**src/pkg/crlg_pkg.sv**
```systemverilog
// constants for the clocked random level generator
package crlg_pkg;
  localparam int LFSR_W = 16;
  localparam logic [15:0] LFSR_SEED = 16'hACE1;
  localparam logic [15:0] LFSR_TAPS = 16'hB400;
  localparam int SR_W = 8;
  localparam int N_W = 3;
  localparam logic [2:0] N_MIN = 3'h1;
  localparam logic [2:0] N_MAX = 3'h6;
  localparam int CTL_W = 8;
  localparam int LIN_W = 3;
  localparam int EXP_W = 6;
  localparam int STO_W = 8;
  localparam int D_W = 9;
  localparam logic [8:0] D_MAX = 9'h1FF;
endpackage
```
**src/core/crlg_edge_sync.sv**
```systemverilog
// two-stage synchroniser with rising edge pulse
`timescale 1ns/1ps
module crlg_edge_sync
(
  input wire logic core_clk,
  input wire logic srst,
  input wire logic async_in,
  output logic rise_pulse
);
  logic meta;
  logic sync;
  logic prev;
  logic next_meta;
  logic next_sync;
  logic next_prev;

  // meta feeds only sync; the edge test looks at sync and prev
  always_comb
  begin
    next_meta = async_in;
    next_sync = meta;
    next_prev = sync;
  end

  always_ff @(posedge core_clk)
  begin
    if (srst)
    begin
      meta <= 1'b0;
      sync <= 1'b0;
      prev <= 1'b0;
    end
    else
    begin
      meta <= next_meta;
      sync <= next_sync;
      prev <= next_prev;
    end
  end

  assign rise_pulse = sync & ~prev;
endmodule

```
**src/core/crlg_top.sv**
```systemverilog
// clocked random level generator: quantized and stored sections
`timescale 1ns/1ps
// Function
// - level count held within one to six
// - count is manual plus attenuated control
// - linear output has count plus one levels
// - exponential output has two-power-count levels
// - quantized clock edge refreshes both outputs
// - eight-bit shift register drives random values
// - digital outputs mirror shift register
// - each quantized edge gives new bit pattern
// - any bit may stay or change
// - stored clock edge refreshes both outputs
// - uniform and shaped outputs, 256 levels
// - minimum distribution favours low values
// - larger distribution moves weight toward high
// - distribution is manual plus attenuated control
module crlg_top
#(
  parameter int CTL_BITS = crlg_pkg::CTL_W
)
(
  input wire logic core_clk,
  input wire logic srst,
  input wire logic quantized_section_clk,
  input wire logic stored_section_clk,
  input wire logic [2:0] level_count_manual,
  input wire logic [CTL_BITS-1:0] level_count_control_input,
  input wire logic [CTL_BITS-1:0] level_count_atten,
  input wire logic [7:0] distribution_manual,
  input wire logic [CTL_BITS-1:0] distribution_control_input,
  input wire logic [CTL_BITS-1:0] distribution_atten,
  output logic [2:0] level_count,
  output logic [2:0] linear_level,
  output logic [5:0] exp_level,
  output logic [7:0] digital_out,
  output logic [7:0] uniform_level,
  output logic [7:0] shaped_level
);
  import crlg_pkg::*;

  // generator, shift register and the combinational next values
  logic [LFSR_W-1:0] lfsr;
  logic [LFSR_W-1:0] next_lfsr;
  logic [SR_W-1:0] shreg;
  logic [SR_W-1:0] next_shreg;
  logic [LIN_W-1:0] next_linear;
  logic [EXP_W-1:0] next_exp;
  logic [STO_W-1:0] next_uniform;
  logic [STO_W-1:0] next_shaped;
  logic [N_W-1:0] n_eff;
  logic [D_W-1:0] d_eff;
  logic q_pulse;
  logic s_pulse;

  // each section clock gets its own synchroniser; the sections never share a pulse
  crlg_edge_sync u_qsync
  (
    .core_clk(core_clk),
    .srst(srst),
    .async_in(quantized_section_clk),
    .rise_pulse(q_pulse)
  );

  // edges closer than two core cycles apart may be lost here
  crlg_edge_sync u_ssync
  (
    .core_clk(core_clk),
    .srst(srst),
    .async_in(stored_section_clk),
    .rise_pulse(s_pulse)
  );

  // attenuated control: product scaled back to control width
  // a full attenuator setting passes just under the raw value
  function automatic logic [CTL_BITS-1:0] atten(input logic [CTL_BITS-1:0] v, input logic [CTL_BITS-1:0] a);
    logic [2*CTL_BITS-1:0] p;
    p = v * a;
    return p[2*CTL_BITS-1:CTL_BITS];
  endfunction

  // level count: control adds up to 7 steps, clamped to 1..6
  // a manual setting of 0 or 7 is pulled back into range as well
  always_comb
  begin
    logic [CTL_BITS+1:0] sum;
    sum = '0;
    sum = (CTL_BITS+2)'(level_count_manual)
      + (CTL_BITS+2)'({atten(level_count_control_input, level_count_atten), 3'h0} >> CTL_BITS);
    if (sum < (CTL_BITS+2)'(N_MIN))
      n_eff = N_MIN;
    else if (sum > (CTL_BITS+2)'(N_MAX))
      n_eff = N_MAX;
    else
      n_eff = sum[N_W-1:0];
  end

  // distribution: saturating sum keeps the knob monotonic
  // limitation: the combined range tops out at 509, below D_MAX, so the top never flattens or wraps
  always_comb
  begin
    logic [D_W:0] dsum;
    dsum = '0;
    dsum = (D_W+1)'(distribution_manual)
      + (D_W+1)'(atten(distribution_control_input, distribution_atten));
    d_eff = dsum[D_W] ? D_MAX : dsum[D_W-1:0];
  end

  // lfsr steps every cycle, so edge timing adds entropy
  // an all-zero state would lock the generator, so it reloads the seed
  always_comb
  begin
    if (lfsr == '0)
      next_lfsr = LFSR_SEED;
    else
      next_lfsr = lfsr[0] ? ((lfsr >> 1) ^ LFSR_TAPS) : (lfsr >> 1);
  end

  // quantized section: 8 fresh bits from the lfsr on each edge
  always_comb
  begin
    next_shreg = shreg;
    next_linear = linear_level;
    next_exp = exp_level;
    // outside an edge every value simply holds
    if (q_pulse)
    begin
      // a repeat of the old pattern is inverted so every edge moves the bits
      if (lfsr[SR_W-1:0] == shreg)
        next_shreg = ~shreg;
      else
        next_shreg = lfsr[SR_W-1:0];
      // modulo n+1 via scaling keeps result within 0..n
      next_linear = LIN_W'((16'(next_shreg) * (16'(n_eff) + 16'h1)) >> SR_W);
      // exp keeps the low count bits of the pattern
      next_exp = EXP_W'(next_shreg[EXP_W-1:0] & EXP_W'((7'h01 << n_eff) - 7'h01));
    end
  end

  // stored section: shaped value uses min/max of two draws
  // lo and hi come from the two halves of one generator word
  always_comb
  begin
    logic [STO_W-1:0] a;
    logic [STO_W-1:0] b;
    logic [STO_W-1:0] lo;
    logic [STO_W-1:0] hi;
    logic [16:0] mix;
    a = lfsr[15:8];
    b = lfsr[7:0];
    lo = (a < b) ? a : b;
    hi = (a < b) ? b : a;
    mix = '0;
    next_uniform = uniform_level;
    next_shaped = shaped_level;
    if (s_pulse)
    begin
      // the upper draw goes out unchanged as the uniform value
      next_uniform = a;
      // d=0 gives min draw (low bias), max gives max draw (high bias)
      mix = 17'(lo) * 17'(D_MAX - d_eff) + 17'(hi) * 17'(d_eff);
      next_shaped = STO_W'(mix / 17'(D_MAX));
    end
  end

  // generator state
  always_ff @(posedge core_clk)
  begin
    if (srst)
      lfsr <= LFSR_SEED;
    else
      lfsr <= next_lfsr;
  end

  // quantized section state; outputs hold until the next edge
  always_ff @(posedge core_clk)
  begin
    if (srst)
    begin
      shreg <= '0;
      linear_level <= '0;
      exp_level <= '0;
    end
    else
    begin
      shreg <= next_shreg;
      linear_level <= next_linear;
      exp_level <= next_exp;
    end
  end

  // stored section state
  always_ff @(posedge core_clk)
  begin
    if (srst)
    begin
      uniform_level <= '0;
      shaped_level <= '0;
    end
    else
    begin
      uniform_level <= next_uniform;
      shaped_level <= next_shaped;
    end
  end

  // effective count is shown every cycle, not only on an edge
  always_ff @(posedge core_clk)
  begin
    if (srst)
      level_count <= N_MIN;
    else
      level_count <= n_eff;
  end

  // one digital output per register bit
  for (genvar i = 0; i < SR_W; i++)
  begin : g_bit
    assign digital_out[i] = shreg[i];
  end
endmodule

```
**config.mk**
```make
export PLATFORM = sky130hd
export DESIGN_NAME = crlg_top
export DESIGN_NICKNAME = d
export VERILOG_FILES = /design/src/pkg/crlg_pkg.sv /design/src/core/crlg_edge_sync.sv /design/src/core/crlg_top.sv
export SDC_FILE = /design/constraint.sdc
export NUM_CORES = 1
export LEC_CHECK = 0
export BUFFER_PORTS_ARGS = -buffer_cell sky130_fd_sc_hd__buf_2
export CELL_PAD_IN_SITES_DETAIL_PLACEMENT = 0
export CELL_PAD_IN_SITES_GLOBAL_PLACEMENT = 1
export CORE_UTILIZATION = 49
export DETAILED_ROUTE_END_ITERATION = 7
export PLACE_DENSITY_LB_ADDON = 0.25
export SYNTH_ARGS = -nofsm -noshare
export SYNTH_HDL_FRONTEND = slang
export SYNTH_HIERARCHICAL = 1
export SYNTH_SLANG_ARGS = --single-unit
```
**constraint.sdc**
```tcl
create_clock -name core_clk -period 22.1 [get_ports core_clk]
set_input_delay 2.21 -clock core_clk [delete_from_list [all_inputs] [get_ports core_clk]]
set_output_delay 2.21 -clock core_clk [all_outputs]
set_load 0.005 [all_outputs]
```
==> metrics.csv, run 1 <==
stage,metric,value,unit
status,status,"complete, no violations",
place,Port Buffers,82,
synth,Yosys warnings,6,
synth,Synth top area share,26.3,%
setup_path,CP endpoint kind,register,
cts,CTS Buf Count,9,
route,Iter 0 DRT Violations,480,
synth,register area share after synthesis,7.94,%
setup_path,crit-path max FO,13,
sta,Tightest Pin Transition,1210,ps
sta,Final Hold Viols,0,
sta,period utilization,83.8,%
finish,fin area,15700,µm²
route,DR vias/cell,5.43,
synth,Netlist cell types,110,
setup_path,"Req. time, crit path",22360,ps
synth,Synth area leader,fa_1,
cts,Skew-Pair Late Insertion Delay,330,ps
setup_path,WP data arrival,18790,ps
grt,vias in the first global route,12300,
grt,first-pass GRT wire length,59900,µm
setup_path,Crit Path Category,primary input to register,
cts,H-tree levels,3,
route,Routed Antenna Nets,0,
setup_path,Worst path slowest cell,xnor2_1,
synth,"Top FF cell, synth",dfxtp_1,
setup_path,max incr delay on CP,830,ps
synth,"FF+latch count, synth",58,
route,drc violations,0,
finish,layout cells sized above 1,10.2,%
finish,Fillers,2787,
cts,Bufs on Longest Clock Path,2,
grt,GR Overflow Total,0,
cts,clk slew on worst S/H paths,50,ps
synth,"Cell Area, Synth",14600,µm²
cts,CTS resizes,0,
finish,Final nets,2194,
die,Horiz. Die Dim,175,µm
route,WL/cell,15.6,µm
synth,cells after synthesis,1715,
synth,synth top area cells,"fa_1, ha_1, dfxtp_1",
die,# rows,62,
cts,Root Driver,clkbuf_16,
route,DR vias,11800,
setup_path,Critical Path Source Type,primary input,
cts,CTS tree,built,
die,Initial Utilization,50.4,%
synth,Mapped Avg Cell Area,8.52,µm²
sta,setup_tns,0,ps
route,drt pass-1 iters,5,
sta,Slew headroom,19.0,%
sta,RSZ-0062 raised after global routing,no,
setup_path,crit path buf inv count,8,
route,DRT Wirelength,33900,µm
setup_path,Top delay family on crit path,adder cells,
die,number of I/O pins,83,
place,Routability Congestion,0.874,
place,Area after DPL,15400,µm²
sta,Peak Freq,0.0540,GHz
finish,ANT cells,0,
die,Die ar.,30500,µm²
synth,Post-synth EDFFs,0,
min_path,hold crit path type,register to register,
sta,Setup Skew,7.20,ps
sta,final-report max-slew violation count,0,
synth,Post-synth ARST share,0,%
cts,Post-CTS Setup Inserts,0,
die,core footprint,29000,µm²
finish,Area Overhead vs Synth,7.11,%
die,chip height,175,µm
place,hpwl dp,28400,µm
run,# Max-Cap Violations,0,
cts,"Hold-fix buffers, CTS",0,
grt,initial antenna violation count,0,
sta,crit path time final,18530,ps
sta,Final Setup Violations,0,
setup_path,"most used cell, CP",fa_1,
grt,pin count of the biggest net entering global routing,48,
grt,gr usage total,23.7,%
cts,CTS sink cnt,58,
-- logic make-up (layout without fill, tap and decap cells) --
logic type | count (synthesis) | in the layout | share of synthesized area, %
AOI/OAI and AO/OA | 265 | 265 | 14.1
xor gates and xnor gates | 60 | 60 | 3.78
adders and majority gates | 365 | 365 | 41.1
buffers and inverters | 324 | 391 | 8.68
DFF | 58 | 58 | 7.94
muxes | 37 | 37 | 2.55
other | 2 | 7 | 0.0514
and+or+nand+nor | 604 | 604 | 21.8
-- state kept, by name, indices dropped and copies added (netlist names) --
signal,cells
u_qsync/prev,1
u_qsync/meta,1
lfsr,16
exp_level,6
level_count,3
digital_out,8
u_qsync/next_prev,1
linear_level,3
shaped_level,8
u_ssync/meta,1
u_ssync/prev,1
uniform_level,8
u_ssync/next_prev,1
-- per-stage QoR --
stage / util, % / std cells / setup slack, ps / hold WS [ps]
floorplan: - / 1720 / 5050 / 414
detailed placement: 53.1 / 2156 / 3350 / 423
finish: 54.0 / 2171 / 3570 / 435
CTS: 54.0 / 2171 / 3650 / 435
global route: 54.0 / 2171 / 2410 / 451
global placement: 53.1 / 2156 / 3630 / 425
-- metal layers --
layer  wire, µm  track usage, %  share of wire, %
met5          0               0                 0
met4        381            4.02               1.1
met3        828            2.00               2.4
met2      16900            41.8                50
met1      15800            31.8                46
-- Yosys cell counts (all sizes together) (36+ instances only) --
cell type and instances:
ha 172, nor2b 37, nand2b 39, fa 192, dfxtp 58, o21ai 46
a21oi 62, inv 284, nor2 145, xnor2 36, and2 99, nand2 132
-- layout by cell type, fill, tap and decap left out, types with 8 or more instances in the layout --
master / Yosys / routed
o22ai_1: 8 / 8
o21a_1: 15 / 15
nand3_1: 22 / 22
and3_1: 12 / 12
a21oi_1: 59 / 58
or3_1: 10 / 10
clkbuf_16: 0 / 9
nand2_1: 132 / 132
mux2i_1: 35 / 35
nor2_1: 145 / 145
or2_2: 18 / 18
nand2b_1: 39 / 39
fa_1: 192 / 192
dfxtp_1: 58 / 58
nand4_1: 14 / 14
xor2_1: 23 / 23
nor2b_1: 35 / 35
nor4_1: 10 / 10
ha_1: 172 / 172
and2_1: 97 / 97
nor3_1: 27 / 27
a21o_1: 14 / 14
buf_2: 5 / 82
a211oi_1: 14 / 14
inv_1: 284 / 284
o21ai_0: 37 / 37
xnor2_1: 35 / 35
buf_4: 2 / 10
a32oi_1: 8 / 8
-- worst paths after layout --
path	startpoint	endpoint	slack, ps	depth (start not counted)
setup / recovery	distribution_control_input[1]	shaped_level[0]	3570	63
hold / removal	u_qsync/meta	u_qsync/next_prev	430	1
setup reg to reg	lfsr[1]	shaped_level[0]	7330	47
hold reg to reg	u_qsync/meta	u_qsync/next_prev	430	1
-- worst register-to-register path: cells and delay by family, from the launching register on --
family                   cells  cell delay [ps]
multiplexers                 1              780
flip-flops                   1              440
AND/OR/NAND/NOR             13             3130
adder cells (fa/ha/maj)      9             4310
AO/OA/AOI/OAI               19             4680
XOR/XNOR                     1              830
buffers and inverters        4              570
-- final cells by class --
type / count / area, µm² / share of cell area (%)
Sequential cell: 58 / 1160 / 7.42
Clock buffer: 12 / 236 / 1.51
Timing Repair Buffer: 92 / 485 / 3.10
Multi-Input combinational cell: 1338 / 12200 / 78.0
Clock inverter: 3 / 17.5 / 0.112
Tap cell: 384 / 480 / 3.07
Inverter: 284 / 1070 / 6.81
Power of run 1 is not shown: default switching activity piles up to over one toggle a cycle in this logic, so the estimate is an artifact.
==> run 2, diff against run 1 <==
Settings changed: ABC_AREA from default to 1, CORE_UTILIZATION 49 to 47.
Clock period 22.1 ns to 18.42 ns, I/O delays scaled along.
==> metrics.csv, run 2 <==
stage,metric,value,unit
status,status,"finished, violations left",
status,failing checks,DRC,
synth,cells after synthesis,2136,
setup_path,Crit Path Category,primary input to register,
cts,H-tree levels,3,
die,core footprint,30700,µm²
place,Port Buffers,82,
sta,crit path time final,16890,ps
setup_path,"Req. time, crit path",18690,ps
setup_path,CP endpoint kind,register,
route,Iter 0 DRT Violations,675,
min_path,hold crit path type,register to register,
synth,Mapped Avg Cell Area,6.92,µm²
die,number of I/O pins,83,
place,hpwl dp,30000,µm
finish,layout cells sized above 1,11.0,%
sta,Setup Skew,8.66,ps
grt,GR Overflow Total,0,
cts,Bufs on Longest Clock Path,2,
grt,first-pass GRT wire length,59500,µm
place,pre-CTS WS,758,ps
place,Routability Congestion,0.900,
synth,Synth top area share,26.0,%
die,# rows,64,
route,drc violations,12,
setup_path,max incr delay on CP,550,ps
sta,Final WS setup,1530,ps
setup_path,crit-path max FO,12,
die,Die ar.,32200,µm²
setup_path,Worst R2R Start,lfsr[1],
finish,Area Overhead vs Synth,8.11,%
grt,pin count of the biggest net entering global routing,33,
sta,period utilization,91.7,%
sta,RSZ-0062 raised after global routing,no,
route,Routed Antenna Nets,0,
synth,Post-synth ARST share,0,%
sta,final-report max-slew violation count,0,
setup_path,WP data arrival,17150,ps
sta,Final Hold Viols,0,
route,DR vias,12800,
route,WL/cell,13.4,µm
setup_path,"most used cell, CP",nand2_1,
sta,Slew headroom,32.0,%
sta,Final Setup Violations,0,
synth,"Cell Area, Synth",14800,µm²
finish,"commonest non-fill, non-tap cells in the layout","inv_1, nand2_1, nor2_1",
grt,initial antenna violation count,0,
cts,CTS tree,built,
route,drt pass-1 iters,7,
synth,commonest cells in the netlist,"inv_1, nand2_1, nor2_1",
synth,Yosys warnings,6,
grt,gr usage total,22.8,%
route,metal1 wirelength,16100,µm
setup_path,Critical Path Source Type,primary input,
min_path,hold path cells,2,
sta,Tightest Pin Transition,1020,ps
route,DRT Wirelength,34800,µm
finish,flip-flop count of the largest register after layout,16,
sta,setup_tns,0,ps
finish,Final nets,2615,
route,topmost layer with routed signal wires,met4,
synth,Post-synth EDFFs,0,
die,Initial Utilization,48.1,%
synth,"FF+latch count, synth",58,
setup_path,FF-to-FF setup slack,5730,ps
min_path,worst hold start,u_qsync/meta,
finish,Fillers,3150,
synth,"count leader, synth",inv_1,
grt,vias in the first global route,12800,
cts,Root Driver,clkbuf_16,
cts,Skew-Pair Late Insertion Delay,330,ps
run,# Max-Cap Violations,0,
route,DR vias/cell,4.90,
synth,"Top FF cell, synth",dfxtp_1,
finish,"commonest non-fill, non-tap cell in the layout",inv_1,
die,Horiz. Die Dim,179,µm
synth,Synth area leader,fa_1,
synth,synth top area cells,"fa_1, ha_1, inv_1",
setup_path,reg2reg path depth,76,
cts,CTS Buf Count,9,
finish,Top reg by flops,lfsr,
setup_path,Worst path slowest cell,fa_1,
route,metal3 WL,1560,µm
setup_path,Worst R2R End,shaped_level[0],
synth,register area share after synthesis,7.85,%
min_path,Hold EP,u_qsync/next_prev,
cts,CTS sink cnt,58,
synth,Netlist cell types,54,
place,Area after DPL,15600,µm²
sta,Peak Freq,0.0592,GHz
sta,hold_ws,402,ps
route,Routed met2 length,16800,µm
cts,clk slew on worst S/H paths,60,ps
die,chip height,179,µm
finish,fin area,16000,µm²
[run 2: worst max-delay path by stage]
stage,from,end,depth (start not counted)
4_1_cts,distribution_atten[4],shaped_level[0],95
2_1_floorplan,distribution_atten[4],shaped_level[0],97
5_1_grt,distribution_atten[4],shaped_level[0],94
3_3_place_gp,distribution_atten[4],shaped_level[0],92
3_5_place_dp,distribution_atten[4],shaped_level[0],93
6_report,distribution_atten[4],shaped_level[0],96
[run 2: final cells by class]
cell class / instances / area, µm² / area share [%]
well taps: 396 / 495 / 3.10
inverters: 556 / 2090 / 13.1
repair buffers: 98 / 531 / 3.32
multi-input cells: 1481 / 11400 / 71.2
clock inverters: 7 / 101 / 0.634
clock buffers: 9 / 225 / 1.41
flip-flops and latches: 58 / 1160 / 7.26
diodes: 1 / 2.50 / 0.0157
[run 2: kinds of logic (layout without fill, tap and decap cells)]
| family | count (synthesis) | after routing | share of synthesized area [%] |
|---|---|---|---|
| adder cells (fa/ha/maj) | 364 | 364 | 40.5 |
| XOR/XNOR | 40 | 40 | 2.47 |
| other | 2 | 8 | 0.0508 |
| flip-flops | 58 | 58 | 7.85 |
| buffers and inverters | 602 | 670 | 15.5 |
| AND/OR/NAND/NOR | 914 | 914 | 27.5 |
| AO/OA/AOI/OAI | 156 | 156 | 6.13 |
[run 2: routing by layer]
layer | track usage [%] | vias to the layer above
met5 | 0 | -
met2 | 39.8 | 247
met3 | 2.76 | 33
li1 | - | 6486
met4 | 3.92 | 0
met1 | 30.4 | 6010
[run 2: critical path, delay by kind of cell]
family / cells / cell delay [ps]
adder cells (fa/ha/maj): 13 / 6090
AND/OR/NAND/NOR: 56 / 5790
AO/OA/AOI/OAI: 9 / 1700
buffers and inverters: 17 / 1540
XOR/XNOR: 1 / 180
[run 2: repair_timing]
action,in CTS,in global routing
setup buffers,0,1
gates resized for setup,0,2
hold buffers,0,0
setup endpoints to repair,0,2
[run 2: metrics by stage]
step           utilization [%]  cells
2_1_floorplan                -   2141
3_3_place_gp              50.8   2588
3_5_place_dp              50.8   2588
4_1_cts                   51.9   2604
5_1_grt                   52.0   2605
6_report                  52.0   2606
Power of run 2 is left out for the same reason.
==> run 3, diff against run 2 <==
Clock period 18.42 ns to 16.7 ns, I/O delays scaled along.
==> metrics.csv, run 3 (synthesis gave the netlist of run 2 again) <==
stage,metric,value,unit
cts,clk slew on worst S/H paths,50,ps
setup_path,crit-path max FO,8,
grt,first-pass GRT wire length,59700,µm
finish,Final nets,2677,
min_path,Hold EP,u_ssync/next_prev,
die,Horiz. Die Dim,179,µm
setup_path,Worst R2R End,shaped_level[0],
cts,CTS tree,built,
sta,final-report max-slew violation count,0,
finish,Area Overhead vs Synth,15.4,%
finish,final core utilization,55.5,%
route,drt pass-1 iters,8,
sta,Final Setup Violations,0,
route,drc violations,8,
finish,Top reg by flops,lfsr,
route,DR vias,13100,
die,Die ar.,32200,µm²
route,DRT Wirelength,36400,µm
run,# Max-Cap Violations,0,
place,hpwl dp,30300,µm
cts,Root Driver,clkbuf_16,
route,Routed met2 length,17700,µm
cts,CTS Buf Count,9,
die,chip height,179,µm
place,Port Buffers,82,
route,topmost layer with routed signal wires,met4,
setup_path,Crit Path Category,primary input to register,
cts,Skew-Pair Late Insertion Delay,340,ps
die,number of I/O pins,83,
finish,layout cells sized above 1,18.3,%
route,WL/cell,13.6,µm
setup_path,WP data arrival,16080,ps
min_path,hold crit path type,register to register,
status,status,"finished, violations left",
cts,CTS sink cnt,58,
die,Initial Utilization,48.1,%
sta,Setup Skew,10.0,ps
grt,vias in the first global route,12900,
route,metal1 wirelength,16400,µm
setup_path,Worst path slowest cell,fa_1,
setup_path,Worst R2R Start,lfsr[1],
setup_path,FF-to-FF setup slack,4440,ps
grt,pin count of the biggest net entering global routing,33,
finish,Fillers,3019,
cts,H-tree levels,3,
route,DR vias/cell,4.92,
sta,Peak Freq,0.0631,GHz
finish,"commonest non-fill, non-tap cell in the layout",inv_1,
place,Routability Congestion,0.897,
sta,Tightest Pin Transition,1050,ps
finish,flip-flop count of the largest register after layout,16,
sta,Final Hold Viols,0,
setup_path,max incr delay on CP,550,ps
cts,Bufs on Longest Clock Path,2,
setup_path,Critical Path Source Type,primary input,
finish,"commonest non-fill, non-tap cells in the layout","inv_1, nand2_1, fa_1",
status,failing checks,DRC,
sta,Slew headroom,30.3,%
setup_path,reg2reg path depth,78,
die,core footprint,30700,µm²
route,Iter 0 DRT Violations,583,
min_path,hold path cells,2,
setup_path,CP endpoint kind,register,
die,# rows,64,
setup_path,"Req. time, crit path",16930,ps
grt,initial antenna violation count,0,
grt,gr usage total,22.9,%
grt,GR Overflow Total,0,
route,Routed Antenna Nets,0,
min_path,worst hold start,u_ssync/meta,
sta,period utilization,94.9,%
sta,crit path time final,15850,ps
route,metal3 WL,1660,µm
==> run 3: changes by cell type in the layout (fill, tap and decap cells not counted), sizes merged <==
| cell | change |
|---|---|
| nand2 | +2 |
| clkinvlp | +1 |
| buf | +58 |
| clkinv | +3 |
| inv | -3 |
| clkbuf | +2 |
| bufinv | -2 |
==> run 3: layout make-up <==
cell class / instances / area [µm²] / share of cell area [%]
multi-input combinational: 1483 / 12000 / 70.4
inverter: 556 / 2100 / 12.3
clock buffer: 9 / 225 / 1.32
tap: 396 / 495 / 2.90
sequential: 58 / 1160 / 6.81
timing repair buffer: 158 / 1030 / 6.03
antenna: 1 / 2.50 / 0.0147
clock inverter: 6 / 35.0 / 0.205
==> run 3: worst max-delay path: cells and delay by family <==
kind / cells / cell delay (ps)
xor+xnor: 2 / 400
compound gates: 10 / 1700
buf+inv: 18 / 1670
simple gates: 53 / 4790
fa+ha+maj: 13 / 5750
==> run 3: layer usage <==
metal | global-route usage [%] | vias to the layer above
met5 | 0 | -
li1 | - | 6610
met3 | 3.95 | 59
met4 | 5.36 | 0
met1 | 29.6 | 6227
met2 | 39.8 | 221
==> run 3: what timing repair did <==
item / CTS / global route
setup endpoints to repair: 1 / 3
cloned: 0 / 3
pin swaps: 0 / 76
buffers inserted: 0 / 35
hold buffers: 0 / 0
resized for setup: 1 / 167
==> run 3: through the flow <==
| stage | hold WS [ps] | TNS [ps] | cell area (µm²) | instances | setup slack, ps |
|---|---|---|---|---|---|
| after global placement | 390 | -221 | 15800 | 2613 | -221 |
| after detailed placement | 399 | -439 | 15800 | 2613 | -378 |
| final | 405 | 0 | 17100 | 2667 | 849 |
| after floorplan | 388 | 0 | 14800 | 2141 | 1200 |
| after global routing | 417 | -179 | 17100 | 2666 | -179 |
| after CTS | 406 | 0 | 16100 | 2628 | 36.1 |
==> run 3: worst max path at each step <==
stage / start / endpoint / cells past startpoint
detailed placement: distribution_atten[4] / shaped_level[0] / 95
CTS: distribution_atten[4] / shaped_level[0] / 96
global route: distribution_control_input[3] / shaped_level[0] / 101
global placement: distribution_atten[4] / shaped_level[0] / 96
floorplan: distribution_atten[4] / shaped_level[0] / 97
finish: distribution_control_input[3] / shaped_level[0] / 96
Power of run 3 is left out for the same reason.
